<file path="src/hdl/clock_source_pkg.sv">
// Purpose: shared constants, codes and carriers of the system clock source and prescaler
// Assumes: every clock arrives as a pin level sampled by clk_sys_i
// Notes:   Function
//
// Function
// - select 11 drives system clock from direct input
// - select 10 with bypass uses output prescaler
// - prescaler input is crystal or internal source
// - division factor equals divider field plus one
// - factor one passes source through unchanged
// - largest factor is 1024
// - select 10 without bypass enables multiplier loop
// - select 00 takes wakeup clock undivided
package clock_source_pkg;

  ////////////////////////////////////////////////////////////////////////////
  // clock source select codes
  localparam logic [1:0]  SEL_WAKEUP   = 2'h0;
  localparam logic [1:0]  SEL_RESERVED = 2'h1;
  localparam logic [1:0]  SEL_MULT     = 2'h2;
  localparam logic [1:0]  SEL_DIRECT   = 2'h3;

  ////////////////////////////////////////////////////////////////////////////
  // prescaler sizing and reset values
  localparam int          DIV_W        = 10;
  localparam logic [10:0] FACTOR_MAX   = 11'h400;
  localparam logic [9:0]  CNT_RESET    = 10'h3ff;
  localparam logic [10:0] FACTOR_ONE   = 11'h001;
  localparam int          PIN_COUNT    = 5;
  localparam int          SYNC_STAGES  = 2;

  ////////////////////////////////////////////////////////////////////////////
  // resolved operating mode
  typedef enum logic [2:0] {
    MODE_WAKEUP   = 3'b000,
    MODE_RESERVED = 3'b001,
    MODE_PLL      = 3'b010,
    MODE_PRESCALE = 3'b011,
    MODE_DIRECT   = 3'b100
  } mode_t;

  // raw clock pin levels
  typedef struct packed {
    logic wakeup;
    logic pll;
    logic internal;
    logic crystal;
    logic direct;
  } clk_pins_t;

  // configuration from the system clock config and multiplier config registers
  typedef struct packed {
    logic [1:0]       clock_source_select;
    logic             oscillator_bypass_bit;
    logic             prescaler_src_internal;
    logic [DIV_W-1:0] prescaler_divider_field;
  } clock_ctrl_t;

endpackage

</file>
<file path="src/hdl/pin_sync.sv">
// Purpose: two-stage synchroniser for the clock pin levels
// Assumes: pins are asynchronous to clk_sys_i
// Notes:   first stage is read only by the second stage
`timescale 1ns/10ps
module pin_sync (
  input  wire logic                                  clk_sys_i,
  input  wire logic                                  rst_i,
  input  wire logic [clock_source_pkg::PIN_COUNT-1:0] pins_i,
  output logic      [clock_source_pkg::PIN_COUNT-1:0] pins_o
);

  genvar g;
  generate
    for (g = 0; g < clock_source_pkg::PIN_COUNT; g++) begin : g_bit
      logic stage1;
      logic stage2;
      always_ff @(posedge clk_sys_i) begin
        if (rst_i) begin
          stage1 <= 1'b0;
          stage2 <= 1'b0;
        end else begin
          stage1 <= pins_i[g];
          stage2 <= stage1;
        end
      end
      assign pins_o[g] = stage2;
    end
  endgenerate

endmodule

</file>
<file path="src/hdl/system_clock_source_prescaler.sv">
// Purpose: select the system clock source and derive the prescaled clock
// Assumes: all source clocks are well below half of clk_sys_i
// Notes:   output clock is a sampled level, so edges land on clk_sys_i edges
`timescale 1ns/10ps
module system_clock_source_prescaler (
  input  wire logic                          clk_sys_i,
  input  wire logic                          rst_i,
  input  wire clock_source_pkg::clk_pins_t   clk_pins_i,
  input  wire clock_source_pkg::clock_ctrl_t ctrl_i,
  output logic                               sys_clock_o,
  output logic                               pll_enable_o,
  output clock_source_pkg::mode_t            mode_o
);

  ////////////////////////////////////////////////////////////////////////////
  // pin synchronisation
  clock_source_pkg::clk_pins_t pins_s;
  logic [clock_source_pkg::PIN_COUNT-1:0] pins_s_bits;

  pin_sync u_sync (
    .clk_sys_i (clk_sys_i),
    .rst_i     (rst_i),
    .pins_i    (clk_pins_i),
    .pins_o    (pins_s_bits)
  );
  assign pins_s = clock_source_pkg::clk_pins_t'(pins_s_bits);

  ////////////////////////////////////////////////////////////////////////////
  // mode decode
  clock_source_pkg::mode_t next_mode;
  wire sel_mult = ctrl_i.clock_source_select == clock_source_pkg::SEL_MULT;

  assign next_mode =
    (ctrl_i.clock_source_select == clock_source_pkg::SEL_DIRECT) ? clock_source_pkg::MODE_DIRECT :
    (sel_mult && ctrl_i.oscillator_bypass_bit)                   ? clock_source_pkg::MODE_PRESCALE :
    sel_mult                                                     ? clock_source_pkg::MODE_PLL :
    (ctrl_i.clock_source_select == clock_source_pkg::SEL_WAKEUP) ? clock_source_pkg::MODE_WAKEUP :
                                                                   clock_source_pkg::MODE_RESERVED;

  ////////////////////////////////////////////////////////////////////////////
  // prescaler
  logic [clock_source_pkg::DIV_W-1:0] cnt;
  logic [clock_source_pkg::DIV_W-1:0] div_q;
  logic                               pre_src_q;
  logic                               phase;

  wire        pre_src    = ctrl_i.prescaler_src_internal ? pins_s.internal : pins_s.crystal;
  wire        pre_rise   = pre_src && !pre_src_q;
  wire        div_change = ctrl_i.prescaler_divider_field != div_q;
  wire [10:0] factor     = {1'b0, ctrl_i.prescaler_divider_field} + clock_source_pkg::FACTOR_ONE;
  wire [10:0] high_len   = factor - {1'b0, factor[10:1]};
  wire        factor_one = factor == clock_source_pkg::FACTOR_ONE;
  wire        cnt_wrap   = cnt == ctrl_i.prescaler_divider_field;
  wire [clock_source_pkg::DIV_W-1:0] next_cnt = cnt_wrap ? '0 : cnt + 10'h001;
  wire        next_phase = {1'b0, next_cnt} < high_len;
  wire        presc_clock = factor_one ? pre_src : phase;

  // a clear restarts so that the next source edge opens a fresh output period
  always_ff @(posedge clk_sys_i) begin
    if (rst_i) begin
      cnt       <= clock_source_pkg::CNT_RESET;
      div_q     <= '0;
      pre_src_q <= 1'b0;
      phase     <= 1'b0;
    end else begin
      div_q     <= ctrl_i.prescaler_divider_field;
      pre_src_q <= pre_src;
      if (div_change) begin
        cnt   <= ctrl_i.prescaler_divider_field;
        phase <= 1'b0;
      end else if (pre_rise) begin
        cnt   <= next_cnt;
        phase <= next_phase;
      end
    end
  end

  ////////////////////////////////////////////////////////////////////////////
  // output selection
  wire next_sys_clock =
    (next_mode == clock_source_pkg::MODE_DIRECT)   ? pins_s.direct :
    (next_mode == clock_source_pkg::MODE_PRESCALE) ? presc_clock :
    (next_mode == clock_source_pkg::MODE_PLL)      ? pins_s.pll :
    (next_mode == clock_source_pkg::MODE_WAKEUP)   ? pins_s.wakeup :
                                                     1'b0;

  // reserved select parks the clock low rather than guessing a source
  always_ff @(posedge clk_sys_i) begin
    if (rst_i) begin
      sys_clock_o  <= 1'b0;
      pll_enable_o <= 1'b0;
      mode_o       <= clock_source_pkg::MODE_WAKEUP;
    end else begin
      sys_clock_o  <= next_sys_clock;
      pll_enable_o <= next_mode == clock_source_pkg::MODE_PLL;
      mode_o       <= next_mode;
    end
  end

  ////////////////////////////////////////////////////////////////////////////
  // checker helpers: source rises and high rises seen in the current period
  // kept apart from cnt so that a broken wrap compare shows as a wrong period
  logic [10:0] rise_seen;
  logic        rise_seen_ok;
  logic [10:0] high_seen;

  always_ff @(posedge clk_sys_i) begin
    if (rst_i || div_change) begin
      rise_seen    <= 11'h000;
      rise_seen_ok <= 1'b0;
      high_seen    <= 11'h000;
    end else if (pre_rise) begin
      rise_seen    <= cnt_wrap ? 11'h001 : rise_seen + 11'h001;
      rise_seen_ok <= rise_seen_ok | cnt_wrap;
      high_seen    <= cnt_wrap ? 11'h001 : high_seen + {10'h000, next_phase};
    end
  end

  ////////////////////////////////////////////////////////////////////////////
  // checks
  AST_DIRECT_PIN: assert property (@(posedge clk_sys_i) disable iff (rst_i)
    (next_mode == clock_source_pkg::MODE_DIRECT) |=> (sys_clock_o == $past(pins_s.direct)) && mode_o == clock_source_pkg::MODE_DIRECT)
    else $error("direct mode does not follow direct input");

  AST_PRESC_PATH: assert property (@(posedge clk_sys_i) disable iff (rst_i)
    (next_mode == clock_source_pkg::MODE_PRESCALE && !factor_one) |=> (sys_clock_o == $past(phase)) && !pll_enable_o)
    else $error("prescale mode does not use prescaler phase");

  AST_SRC_SELECT: assert property (@(posedge clk_sys_i) disable iff (rst_i)
    (next_mode == clock_source_pkg::MODE_PRESCALE && factor_one && ctrl_i.prescaler_src_internal)
      |=> sys_clock_o == $past(pins_s.internal))
    else $error("prescaler input is not the internal source");

  AST_FACTOR_WRAP: assert property (@(posedge clk_sys_i) disable iff (rst_i)
    (pre_rise && cnt_wrap && !div_change) |=> (cnt == '0) && phase)
    else $error("counter does not wrap at divider value");

  AST_FACTOR_ONE: assert property (@(posedge clk_sys_i) disable iff (rst_i)
    (next_mode == clock_source_pkg::MODE_PRESCALE && factor_one) |=> sys_clock_o == $past(pre_src))
    else $error("factor one does not pass the source through");

  AST_LOW_HALF: assert property (@(posedge clk_sys_i) disable iff (rst_i)
    (pre_rise && !div_change && !factor_one && {1'b0, next_cnt} == high_len)
      |=> !phase ##1 ($stable(cnt) || $past(div_change)))
    else $error("prescaler phase not low in second part of period");

  AST_PLL_ENABLE: assert property (@(posedge clk_sys_i) disable iff (rst_i)
    (next_mode == clock_source_pkg::MODE_PLL) |=> pll_enable_o && (sys_clock_o == $past(pins_s.pll)))
    else $error("multiplier mode does not enable and use the loop");

  AST_WAKEUP: assert property (@(posedge clk_sys_i) disable iff (rst_i)
    (next_mode == clock_source_pkg::MODE_WAKEUP) |=> !pll_enable_o && (sys_clock_o == $past(pins_s.wakeup)))
    else $error("wakeup mode does not follow wakeup clock");

  AST_DIV_CLEAR: assert property (@(posedge clk_sys_i) disable iff (rst_i)
    div_change |=> (cnt == $past(ctrl_i.prescaler_divider_field)) && !phase)
    else $error("divider change does not restart the counter");

  AST_PERIOD_LEN: assert property (@(posedge clk_sys_i) disable iff (rst_i)
    (pre_rise && cnt_wrap && rise_seen_ok && !div_change)
      |-> rise_seen == factor)
    else $error("output period does not span factor source rises");

  AST_PERIOD_HIGH: assert property (@(posedge clk_sys_i) disable iff (rst_i)
    (pre_rise && cnt_wrap && rise_seen_ok && !div_change)
      |-> high_seen == high_len)
    else $error("output high part has the wrong number of source rises");

  AST_PERIOD_MAX: assert property (@(posedge clk_sys_i) disable iff (rst_i)
    pre_rise
      |=> rise_seen <= clock_source_pkg::FACTOR_MAX)
    else $error("output period longer than the largest factor");

  AST_FACTOR_RANGE: assert property (@(posedge clk_sys_i) disable iff (rst_i)
    (factor >= clock_source_pkg::FACTOR_ONE)
      && (factor <= clock_source_pkg::FACTOR_MAX))
    else $error("division factor outside one to the largest factor");

  AST_CNT_STEP: assert property (@(posedge clk_sys_i) disable iff (rst_i)
    (pre_rise && !cnt_wrap && !div_change)
      |=> cnt == $past(cnt) + 10'h001)
    else $error("counter does not step on a source rise");

  AST_CNT_HOLD: assert property (@(posedge clk_sys_i) disable iff (rst_i)
    (!pre_rise && !div_change)
      |=> $stable(cnt) && $stable(phase))
    else $error("counter moves without a source rise");

  AST_DIRECT_NO_PLL: assert property (@(posedge clk_sys_i) disable iff (rst_i)
    (next_mode == clock_source_pkg::MODE_DIRECT)
      |=> !pll_enable_o)
    else $error("direct mode enables the multiplier loop");

  AST_PRESC_MODE: assert property (@(posedge clk_sys_i) disable iff (rst_i)
    (next_mode == clock_source_pkg::MODE_PRESCALE)
      |=> (mode_o == clock_source_pkg::MODE_PRESCALE) && !pll_enable_o)
    else $error("prescale select does not report prescale mode");

  AST_CRYSTAL_SRC: assert property (@(posedge clk_sys_i) disable iff (rst_i)
    (next_mode == clock_source_pkg::MODE_PRESCALE && factor_one && !ctrl_i.prescaler_src_internal)
      |=> sys_clock_o == $past(pins_s.crystal))
    else $error("prescaler input is not the crystal source");

  AST_INTERNAL_RISE: assert property (@(posedge clk_sys_i) disable iff (rst_i)
    (pre_rise && ctrl_i.prescaler_src_internal)
      |-> pins_s.internal)
    else $error("prescaler counts a rise the internal source did not make");

  AST_CRYSTAL_RISE: assert property (@(posedge clk_sys_i) disable iff (rst_i)
    (pre_rise && !ctrl_i.prescaler_src_internal)
      |-> pins_s.crystal)
    else $error("prescaler counts a rise the crystal source did not make");

  AST_PLL_OFF: assert property (@(posedge clk_sys_i) disable iff (rst_i)
    (next_mode != clock_source_pkg::MODE_PLL)
      |=> !pll_enable_o)
    else $error("multiplier loop enabled outside its mode");

  AST_PLL_MODE: assert property (@(posedge clk_sys_i) disable iff (rst_i)
    (next_mode == clock_source_pkg::MODE_PLL)
      |=> mode_o == clock_source_pkg::MODE_PLL)
    else $error("multiplier select does not report loop mode");

  AST_WAKEUP_MODE: assert property (@(posedge clk_sys_i) disable iff (rst_i)
    (next_mode == clock_source_pkg::MODE_WAKEUP)
      |=> mode_o == clock_source_pkg::MODE_WAKEUP)
    else $error("wakeup select does not report wakeup mode");

endmodule

</file>
<file path="config.mk">
export PLATFORM = sky130hd
export DESIGN_NAME = system_clock_source_prescaler
export DESIGN_NICKNAME = d
export VERILOG_FILES = /design/src/hdl/clock_source_pkg.sv /design/src/hdl/pin_sync.sv /design/src/hdl/system_clock_source_prescaler.sv
export SDC_FILE = /design/constraint.sdc
export NUM_CORES = 1
export LEC_CHECK = 0
export BUFFER_PORTS_ARGS = -buffer_cell sky130_fd_sc_hd__buf_2
export CORE_AREA = 3 3 84 70
export DETAILED_ROUTE_END_ITERATION = 10
export DIE_AREA = 0 0 87 73
export PLACE_DENSITY = 0.77
export REMOVE_ABC_BUFFERS = 1
export SYNTH_ARGS = -nofsm -noshare
export SYNTH_HDL_FRONTEND = slang
export SYNTH_HIERARCHICAL = 1
export SYNTH_SLANG_ARGS = --single-unit
</file>
<file path="constraint.sdc">
create_clock -name clk_sys_i -period 3.6 [get_ports clk_sys_i]
set_input_delay 0.36 -clock clk_sys_i [delete_from_list [all_inputs] [get_ports clk_sys_i]]
set_output_delay 0.36 -clock clk_sys_i [all_outputs]
set_load 0.01 [all_outputs]
</file>
# Word level (Yosys, flattened, before mapping)
# Cells that the tools add are included.
dict set report op_classes {
  add_sub_neg 3
  n_lt_le_gt_ge 1
  n_eq_ne 8
  n_mux 13
  reduce_logical 7
}
# cell count
set ops {}
lappend ops {{$mux W10} 3}
lappend ops {{$add A10 B1 Y11 const B} 1}
lappend ops {{$eq A11 B1 Y1 const B} 1}
lappend ops {{$lt A10 B11 Y1} 1}
lappend ops {{$sub A11 B10 Y11} 1}
lappend ops {{$add A10 B1 Y10 const B} 1}
lappend ops {{$eq A10 B10 Y1} 1}
lappend ops {{$ne A10 B10 Y1} 1}
lappend ops {{$mux W1} 7}
lappend ops {{$eq A3 B2 Y1 const B} 2}
lappend ops {{$eq A2 B2 Y1 const B} 2}
lappend ops {{$mux W2} 2}
lappend ops {{$eq A3 B3 Y1 const B} 1}
lappend ops {{$logic_not A3 Y1} 1}
lappend ops {{$mux W3} 1}
lappend ops {{$logic_and A1 B1 Y1} 2}
lappend ops {{$logic_not A2 Y1} 1}
lappend ops {{$reduce_bool A2 Y1} 1}
lappend ops {{$reduce_or A2 Y1} 1}
lappend ops {{$logic_not A1 Y1} 1}
dict set report totals {
  ff_bits 37
  in_bits 21
  output_inout_bits 5
  word_cells 49
}

# Longest topological paths before layout
# Gate-level depths: netlist of the first run.
dict set report logic_depth {
  ltp_word 10
  ltp_mapped 17
}

# Hierarchy
# The synthesis of the first run kept the hierarchy.
# module instances cells_each area_each_um2 seq_area_each_um2
set by_module_without_submodules {}
lappend by_module_without_submodules {system_clock_source_prescaler 1 307 2418.6 540.5}
lappend by_module_without_submodules {pin_sync 1 25 300.3 200.2}

# Worst setup path after synthesis of the first run
# No wires, ideal clock.
dict set report synth_path {
  path_type {input port to flip-flop}
  startpoint {in ctrl_i[0] (netlist name)}
  endpoint {reg phase}
  setup_time_ps 74
  arrival_ps 3696
  required_time_ps 3526
  path_slack_ps -170
  stages 17
  path_cell_list {ha_1 > buf_2 > xnor2_1 > inv_1 > fa_1 > nor2b_1 > a311o_1 > a221o_1 > nor2_1 > a21oi_1 > xnor2_1 > ha_1 > o21a_1 > o21ai_0 > nor3_1 > a211o_1 > a31oi_1}
}
dict set report synth_via {
  elab_chain_cells 3
}
# element line
set synth_lines {}
lappend synth_lines {{start, declared} system_clock_source_prescaler.sv:9} ;# input wire clock_source_pkg::clock_ctrl_t ctrl_i,
lappend synth_lines {{$add A10 B1 Y11 or $eq A10 B10 Y1 (tied branches)} {system_clock_source_prescaler.sv:50, system_clock_source_prescaler.sv:53}}
lappend synth_lines {{$sub A11 B10 Y11 or $mux W10 (tied branches)} {system_clock_source_prescaler.sv:51, system_clock_source_prescaler.sv:54}}
lappend synth_lines {{$lt A10 B11 Y1} system_clock_source_prescaler.sv:55} ;# wire next_phase = {1'b0, next_cnt} < high_len;
lappend synth_lines {{end signal, assigned} system_clock_source_prescaler.sv:73} ;# phase <= next_phase;
lappend synth_lines {{end, declared} system_clock_source_prescaler.sv:45} ;# logic phase;
# Several ways; a longest one is shown, not always the timed one.
# A chain may end at the register's enable or synchronous reset.

# Worst setup path after layout of the first run
# Same ends and word-level chain as after synthesis.

==> summary.txt, run 1 <==
status = finished clean
DPL Wire Length = 4.74 mm
Layout Nets = 390
antenna diode count = 0
Pint = 704 uW
total gr overflow = 0
most frequent cells in the layout = dfxtp_1, nor2_1, xnor2_1
Final WS setup = 142 ps
Final Max Tran Viols = 0
Avg Inst Size Synth = 8.19 um^2
CP startpoint kind = input port
global router's overall resource usage = 21.0%
DR WL/cell = 15.2 um
hold slack = 275 ps
Post-synth EDFFs = 0
sequential share of the synthesized area = 27.2%
core box area = 5040 um^2
CP arrival = 3680 ps
Maximum Capacitance Violations = 0
Fmax = 289 MHz
Pleak = 0.00127 uW
placed insts = 408
FF+latch count, synth = 37
Slew @ Worst Pin = 975 ps
Die Height = 73 um
Sink Count = 37
Post-Synthesis Cell Area = 2720 um^2
layout cells sized above 1 = 16.9%
most common cell after layout, fill and taps aside = dfxtp_1
critical path required time = 3820 ps
Synth area leader = dfxtp_1
clk slew on worst S/H paths = 80 ps
Critical Path End Type = register
Max-slew headroom = 34.7%
routed wire length = 6.32 mm
post-place instance area = 2880 um^2
number of global-route vias before repair = 2213
Hold Path Class = input port to register
P per Cell Area = 350 nW/um^2
DRC Markers = 0
first-pass GRT wire length = 10.5 mm
Buffers on Ports = 25
area fraction of the dominant cell type after synthesis = 27.2%
initial antenna violation count = 0
# rows = 23
largest net degree at the start of global routing = 38
via/cell ratio = 5.75
Crit Path Max Fanout = 4
DR vias = 2393
final setup violation count = 0
DP Worst Slack = -276 ps
Mapped Cells = 332
Period minus WS final = 3460 ps
Logic pwr share = 29.3%
fin util = 59.2%
Psw = 340 uW
P&R area growth vs syn = 9.66%
Netlist cell types = 49
# hold bufs at CTS = 0
Hold Fails Final Rpt = 0
Worst-Skew Late Latency = 290 ps
switch share = 32.5%
Top Ports = 26
chip width = 87 um
post-CTS setup buffers = 0
top cells by area, synth = dfxtp_1, xnor2_1, ha_1
Placer Congestion = 0.935
Peak VDD IR = 0.000235 V
Clock H-tree levels = 2
TritonCTS clock tree = built
fin area = 2980 um^2
Longest Clk Path Bufs = 2
Ys Warns = 6
Reg power frac = 42.5%
Initial Util = 54.0%
Fin Clk Skew = 7.46 ps
TritonCTS buffer count = 5
Main synth FF type = dfxtp_1
period utilization = 96.1%
clk root buf = clkbuf_8
share of power burned in the clock network = 28.2%
antenna-violating nets left = 0
FFs w/ async S/R, synth = 0%
DRT Pass-1 Iters = 4
Crit Path Category = input port to register
Non-Filler Instances = 416
Die Area = 6350 um^2
1st-iter DRT viols = 189
## power groups by stage
stage	Combinational (uW)	Sequential (uW)	Clock, uW
global route	340	446	321
global placement	285	452	0
detailed placement	297	453	0
finish	305	443	294
floorplan	191	451	0
CTS	299	443	305
## worst paths after layout
check | to | slack (ps) | cells past startpoint | startpoint
max | phase$_SDFFE_PP0P_ | 140 | 16 | ctrl_i[0]
min | u_sync/g_bit[2].stage1$_SDFF_PP0_ | 280 | 2 | clk_pins_i[2]
max reg2reg | phase$_SDFFE_PP0P_ | 870 | 12 | cnt[6]$_SDFFE_PP1P_
min reg2reg | u_sync/g_bit[2].stage2$_SDFF_PP0_ | 440 | 1 | u_sync/g_bit[2].stage1$_SDFF_PP0_
## critical path, cell delays in order
cell and delay (ps):
buf_2 110, ha_1 230, xnor2_2 160, inv_1 100
fa_1 440, nor2b_1 140, a311o_1 330, a221o_1 390
nor2_1 130, a21oi_1 60, xnor2_1 130, ha_1 310
a211oi_1 250, a21oi_1 110, a211o_1 270, a31oi_1 160
## per-layer routing
layer | vias up | global-route usage, % | wire length, um | share of wire, %
li1 | 1188 | - | - | -
met1 | 1136 | 29.1 | 2920 | 46
met2 | 61 | 33.2 | 2960 | 47
met3 | 8 | 3.95 | 369 | 5.8
met4 | 0 | 5.71 | 80 | 1.3
met5 | - | 0 | 0 | 0
## through the flow
| step | power, uW | TNS, ps |
|---|---|---|
| floorplan | 642 | -134 |
| global placement | 737 | -105 |
| detailed placement | 750 | -276 |
| CTS | 1050 | 0 |
| global route | 1110 | -9.45 |
| finish | 1040 | 0 |
## area by class of cell
cell class	count	area (um^2)
clock buffer	5	68.8
clock inverter	3	21.3
fill	462	2050
inverter	10	37.5
multi-input combinational	258	1790
sequential	37	741
tap	62	77.6
timing repair buffer	41	245
## cell families (layout without fill, tap and decap cells)
family | after synthesis | count (layout) | synth area share (%)
AO/OA/AOI/OAI | 66 | 66 | 16.4
XOR/XNOR | 50 | 50 | 16.1
adder cells (fa/ha/maj) | 16 | 16 | 7.64
buffers and inverters | 37 | 59 | 7.32
flip-flops | 37 | 37 | 27.2
multiplexers | 3 | 3 | 1.15
AND/OR/NAND/NOR | 123 | 123 | 24.1
## what timing repair did
item / CTS / global route
endpoints found under the setup margin: 0 / 1
gates resized for setup: 0 / 3
endpoints found under the hold margin: 0 / 0
## registers in the layout, summed over array words and instances, names as in the netlist
register             flops
cnt                     10
div_q                   10
mode_o                   3
phase                    1
pll_enable_o             1
pre_src_q                1
sys_clock_o              1
u_sync/g_bit.stage1      5
u_sync/g_bit.stage2      5
## Yosys cell counts (2+ instances only)
library cell / count
nor4_1: 5
clkbuf_1: 8
a31o_2: 3
or3_1: 2
or4_1: 2
nor2b_1: 23
buf_4: 10
o21a_1: 2
o21ai_0: 22
nand2_1: 17
xor2_1: 19
xnor2_1: 31
nand2_2: 2
ha_1: 15
dfxtp_1: 37
inv_1: 10
o211ai_1: 2
and3_1: 6
nor2_1: 35
a211o_1: 11
buf_2: 6
o31a_1: 2
a31oi_1: 4
nand4_1: 6
nand3_1: 11
mux2i_1: 2
nor3_1: 8
buf_6: 2
a21oi_1: 9
Power figures use the tool's default switching activity.
==> run 2, diff against run 1 <==
--- a/config.mk
+++ b/config.mk
@@ -9,7 +9,9 @@
 export CORE_AREA = 3 3 84 70
 export DETAILED_ROUTE_END_ITERATION = 10
 export DIE_AREA = 0 0 87 73
+export GPL_ROUTABILITY_DRIVEN = 0
 export PLACE_DENSITY = 0.77
+export RECOVER_POWER = 100
 export REMOVE_ABC_BUFFERS = 1
 export SYNTH_ARGS = -nofsm -noshare
 export SYNTH_HDL_FRONTEND = slang
==> summary.txt, run 2 (synthesis results as in run 1) <==
Reg power frac = 42.5% (about the same)
Slew @ Worst Pin = 1600 ps (+621 ps)
chip width = 87 um (unchanged)
Psw = 342 uW (+0.67%)
antenna diode count = 0 (unchanged)
Pleak = 0.00124 uW (-2.4%)
first-pass GRT wire length = 10.5 mm (unchanged)
Die Area = 6350 um^2 (unchanged)
P per Cell Area = 353 nW/um^2 (+1.0%)
largest net degree at the start of global routing = 38 (unchanged)
# rows = 23 (unchanged)
fin util = 58.7% (-0.52 points)
clk root buf = clkbuf_8
Top Ports = 26 (unchanged)
Non-Filler Instances = 416 (unchanged)
DPL Wire Length = 4.74 mm (unchanged)
Logic pwr share = 29.0% (-0.3 points)
period utilization = 95.8% (-0.21 points)
CP max-delay cell = fa_1
top flop regs = cnt x10, div_q x10
share of power burned in the clock network = 28.5% (+0.3 points)
1st-iter DRT viols = 202 (+6.9%)
core box area = 5040 um^2 (unchanged)
Final Power = 1040 uW (+0.12%)
Critical Path End Type = register
routed wire length = 6.40 mm (+1.2%)
most frequent cells in the layout = dfxtp_1, nor2_1, xnor2_1
Period minus WS final = 3450 ps (-7.67 ps)
# hold bufs at CTS = 0 (unchanged)
P&R area growth vs syn = 8.70%
placed insts = 408 (unchanged)
Peak VDD IR = 0.000238 V (+1.3%)
Pint = 703 uW (-0.14%)
TritonCTS buffer count = 5 (unchanged)
total gr overflow = 0 (unchanged)
Die Height = 73 um (unchanged)
critical path required time = 3830 ps (about the same)
via/cell ratio = 5.73 (-0.42%)
hold slack = 270 ps (-5.57 ps)
clk slew on worst S/H paths = 80 ps (about the same)
worst hold path depth = 2 (unchanged)
DRT Pass-1 Iters = 4 (unchanged)
DR vias = 2383 (-0.42%)
DR WL/cell = 15.4 um (+1.2%)
Fin Clk Skew = 9.35 ps (+1.89 ps)
global router's overall resource usage = 21.0% (unchanged)
CP startpoint kind = input port
Crit Path Category = input port to register
Max-slew headroom = -6.45% (-41 points)
cell chain of the critical path = buf_2, ha_1, xnor2_2, inv_1, fa_1, nor2b_1, a311o_1, a221o_1, nor2_1, a21oi_1, xnor2_1, ha_1, a211oi_1, a21oi_1, a211o_1, a31oi_1
violated checks = capacitance limit, slew limit
DRC Markers = 0 (unchanged)
TritonCTS clock tree = built
final setup violation count = 0 (unchanged)
Initial Util = 54.0% (unchanged)
Clock H-tree levels = 2 (unchanged)
Hold Fails Final Rpt = 0 (unchanged)
Worst-Skew Late Latency = 290 ps (about the same)
reg2reg path depth = 12 (unchanged)
Fmax = 290 MHz (+0.22%)
CP max stage delay = 440 ps (about the same)
Hold Path Class = input port to register
antenna-violating nets left = 0 (unchanged)
status = finished with violations
most common cell after layout, fill and taps aside = dfxtp_1
CP arrival = 3680 ps (about the same)
number of global-route vias before repair = 2213 (unchanged)
Layout Nets = 390 (unchanged)
initial antenna violation count = 0 (unchanged)
Buffers on Ports = 25 (unchanged)
Sink Count = 37 (unchanged)
layout cells sized above 1 = 14.7% (-2.3 points)
Maximum Capacitance Violations = 1 (+1)
switch share = 32.7% (+0.18 points)
Crit Path Max Fanout = 4 (unchanged)
Final Max Tran Viols = 38 (+38)
Fin Setup TNS = 0 ps (unchanged)
Longest Clk Path Bufs = 2 (unchanged)
## run 2: changes by cell type in the layout (fill, tap and decap cells not counted)
cell	change
nor4_1	+1
clkbuf_4	+1
nor4_4	-1
buf_4	-2
clkbuf_1	+7
buf_2	-6
## run 2: layout make-up
cell class                      instances  area (um^2)
Multi-Input combinational cell        258         1780
Tap cell                               62         77.6
Timing Repair Buffer                   41          234
Inverter                               10         37.5
Clock inverter                          3         21.3
Clock buffer                            5         68.8
Sequential cell                        37          741
Fill cell                             469         2080
## run 2: per-stage QoR
stage          setup WS [ps]  instance area (um^2)
6_report                 150                  2960
5_1_grt                -9.45                  2960
4_1_cts                 40.4                  2970
3_5_place_dp            -276                  2880
3_3_place_gp            -105                  2880
2_1_floorplan           -134                  2560
## run 2: power groups by stage
stage / sequential (uW) / clock [uW] / combinational [uW]
2_1_floorplan: 451 / 0 / 191
3_3_place_gp: 452 / 0 / 285
3_5_place_dp: 453 / 0 / 297
4_1_cts: 443 / 305 / 299
5_1_grt: 446 / 321 / 337
6_report: 444 / 298 / 303
## run 2: what timing repair did
item | CTS | global route
setup buffers | 0 | 0
resized for setup | 0 | 3
setup endpoints to repair | 0 | 1
## run 2: worst paths after layout
path | startpoint | end | slack (ps)
max | ctrl_i[0] | phase$_SDFFE_PP0P_ | 150
min | clk_pins_i[2] | u_sync/g_bit[2].stage1$_SDFF_PP0_ | 270
max reg2reg | cnt[6]$_SDFFE_PP1P_ | phase$_SDFFE_PP0P_ | 520
min reg2reg | u_sync/g_bit[2].stage1$_SDFF_PP0_ | u_sync/g_bit[2].stage2$_SDFF_PP0_ | 450
## run 2: worst max-delay path: cells and delay by family
| kind | cells | cell delay (ps) |
|---|---|---|
| compound gates | 7 | 1570 |
| xor+xnor | 2 | 290 |
| fa+ha+maj | 3 | 980 |
| buf+inv | 2 | 210 |
| simple gates | 2 | 270 |
## run 2: per-layer routing
metal | up-vias | global-route usage (%) | share of wire (%)
li1 | 1191 | - | -
met1 | 1125 | 29.1 | 47
met2 | 61 | 33.2 | 47
met3 | 6 | 3.95 | 5.6
met4 | 0 | 5.71 | 1.1
met5 | - | 0 | 0
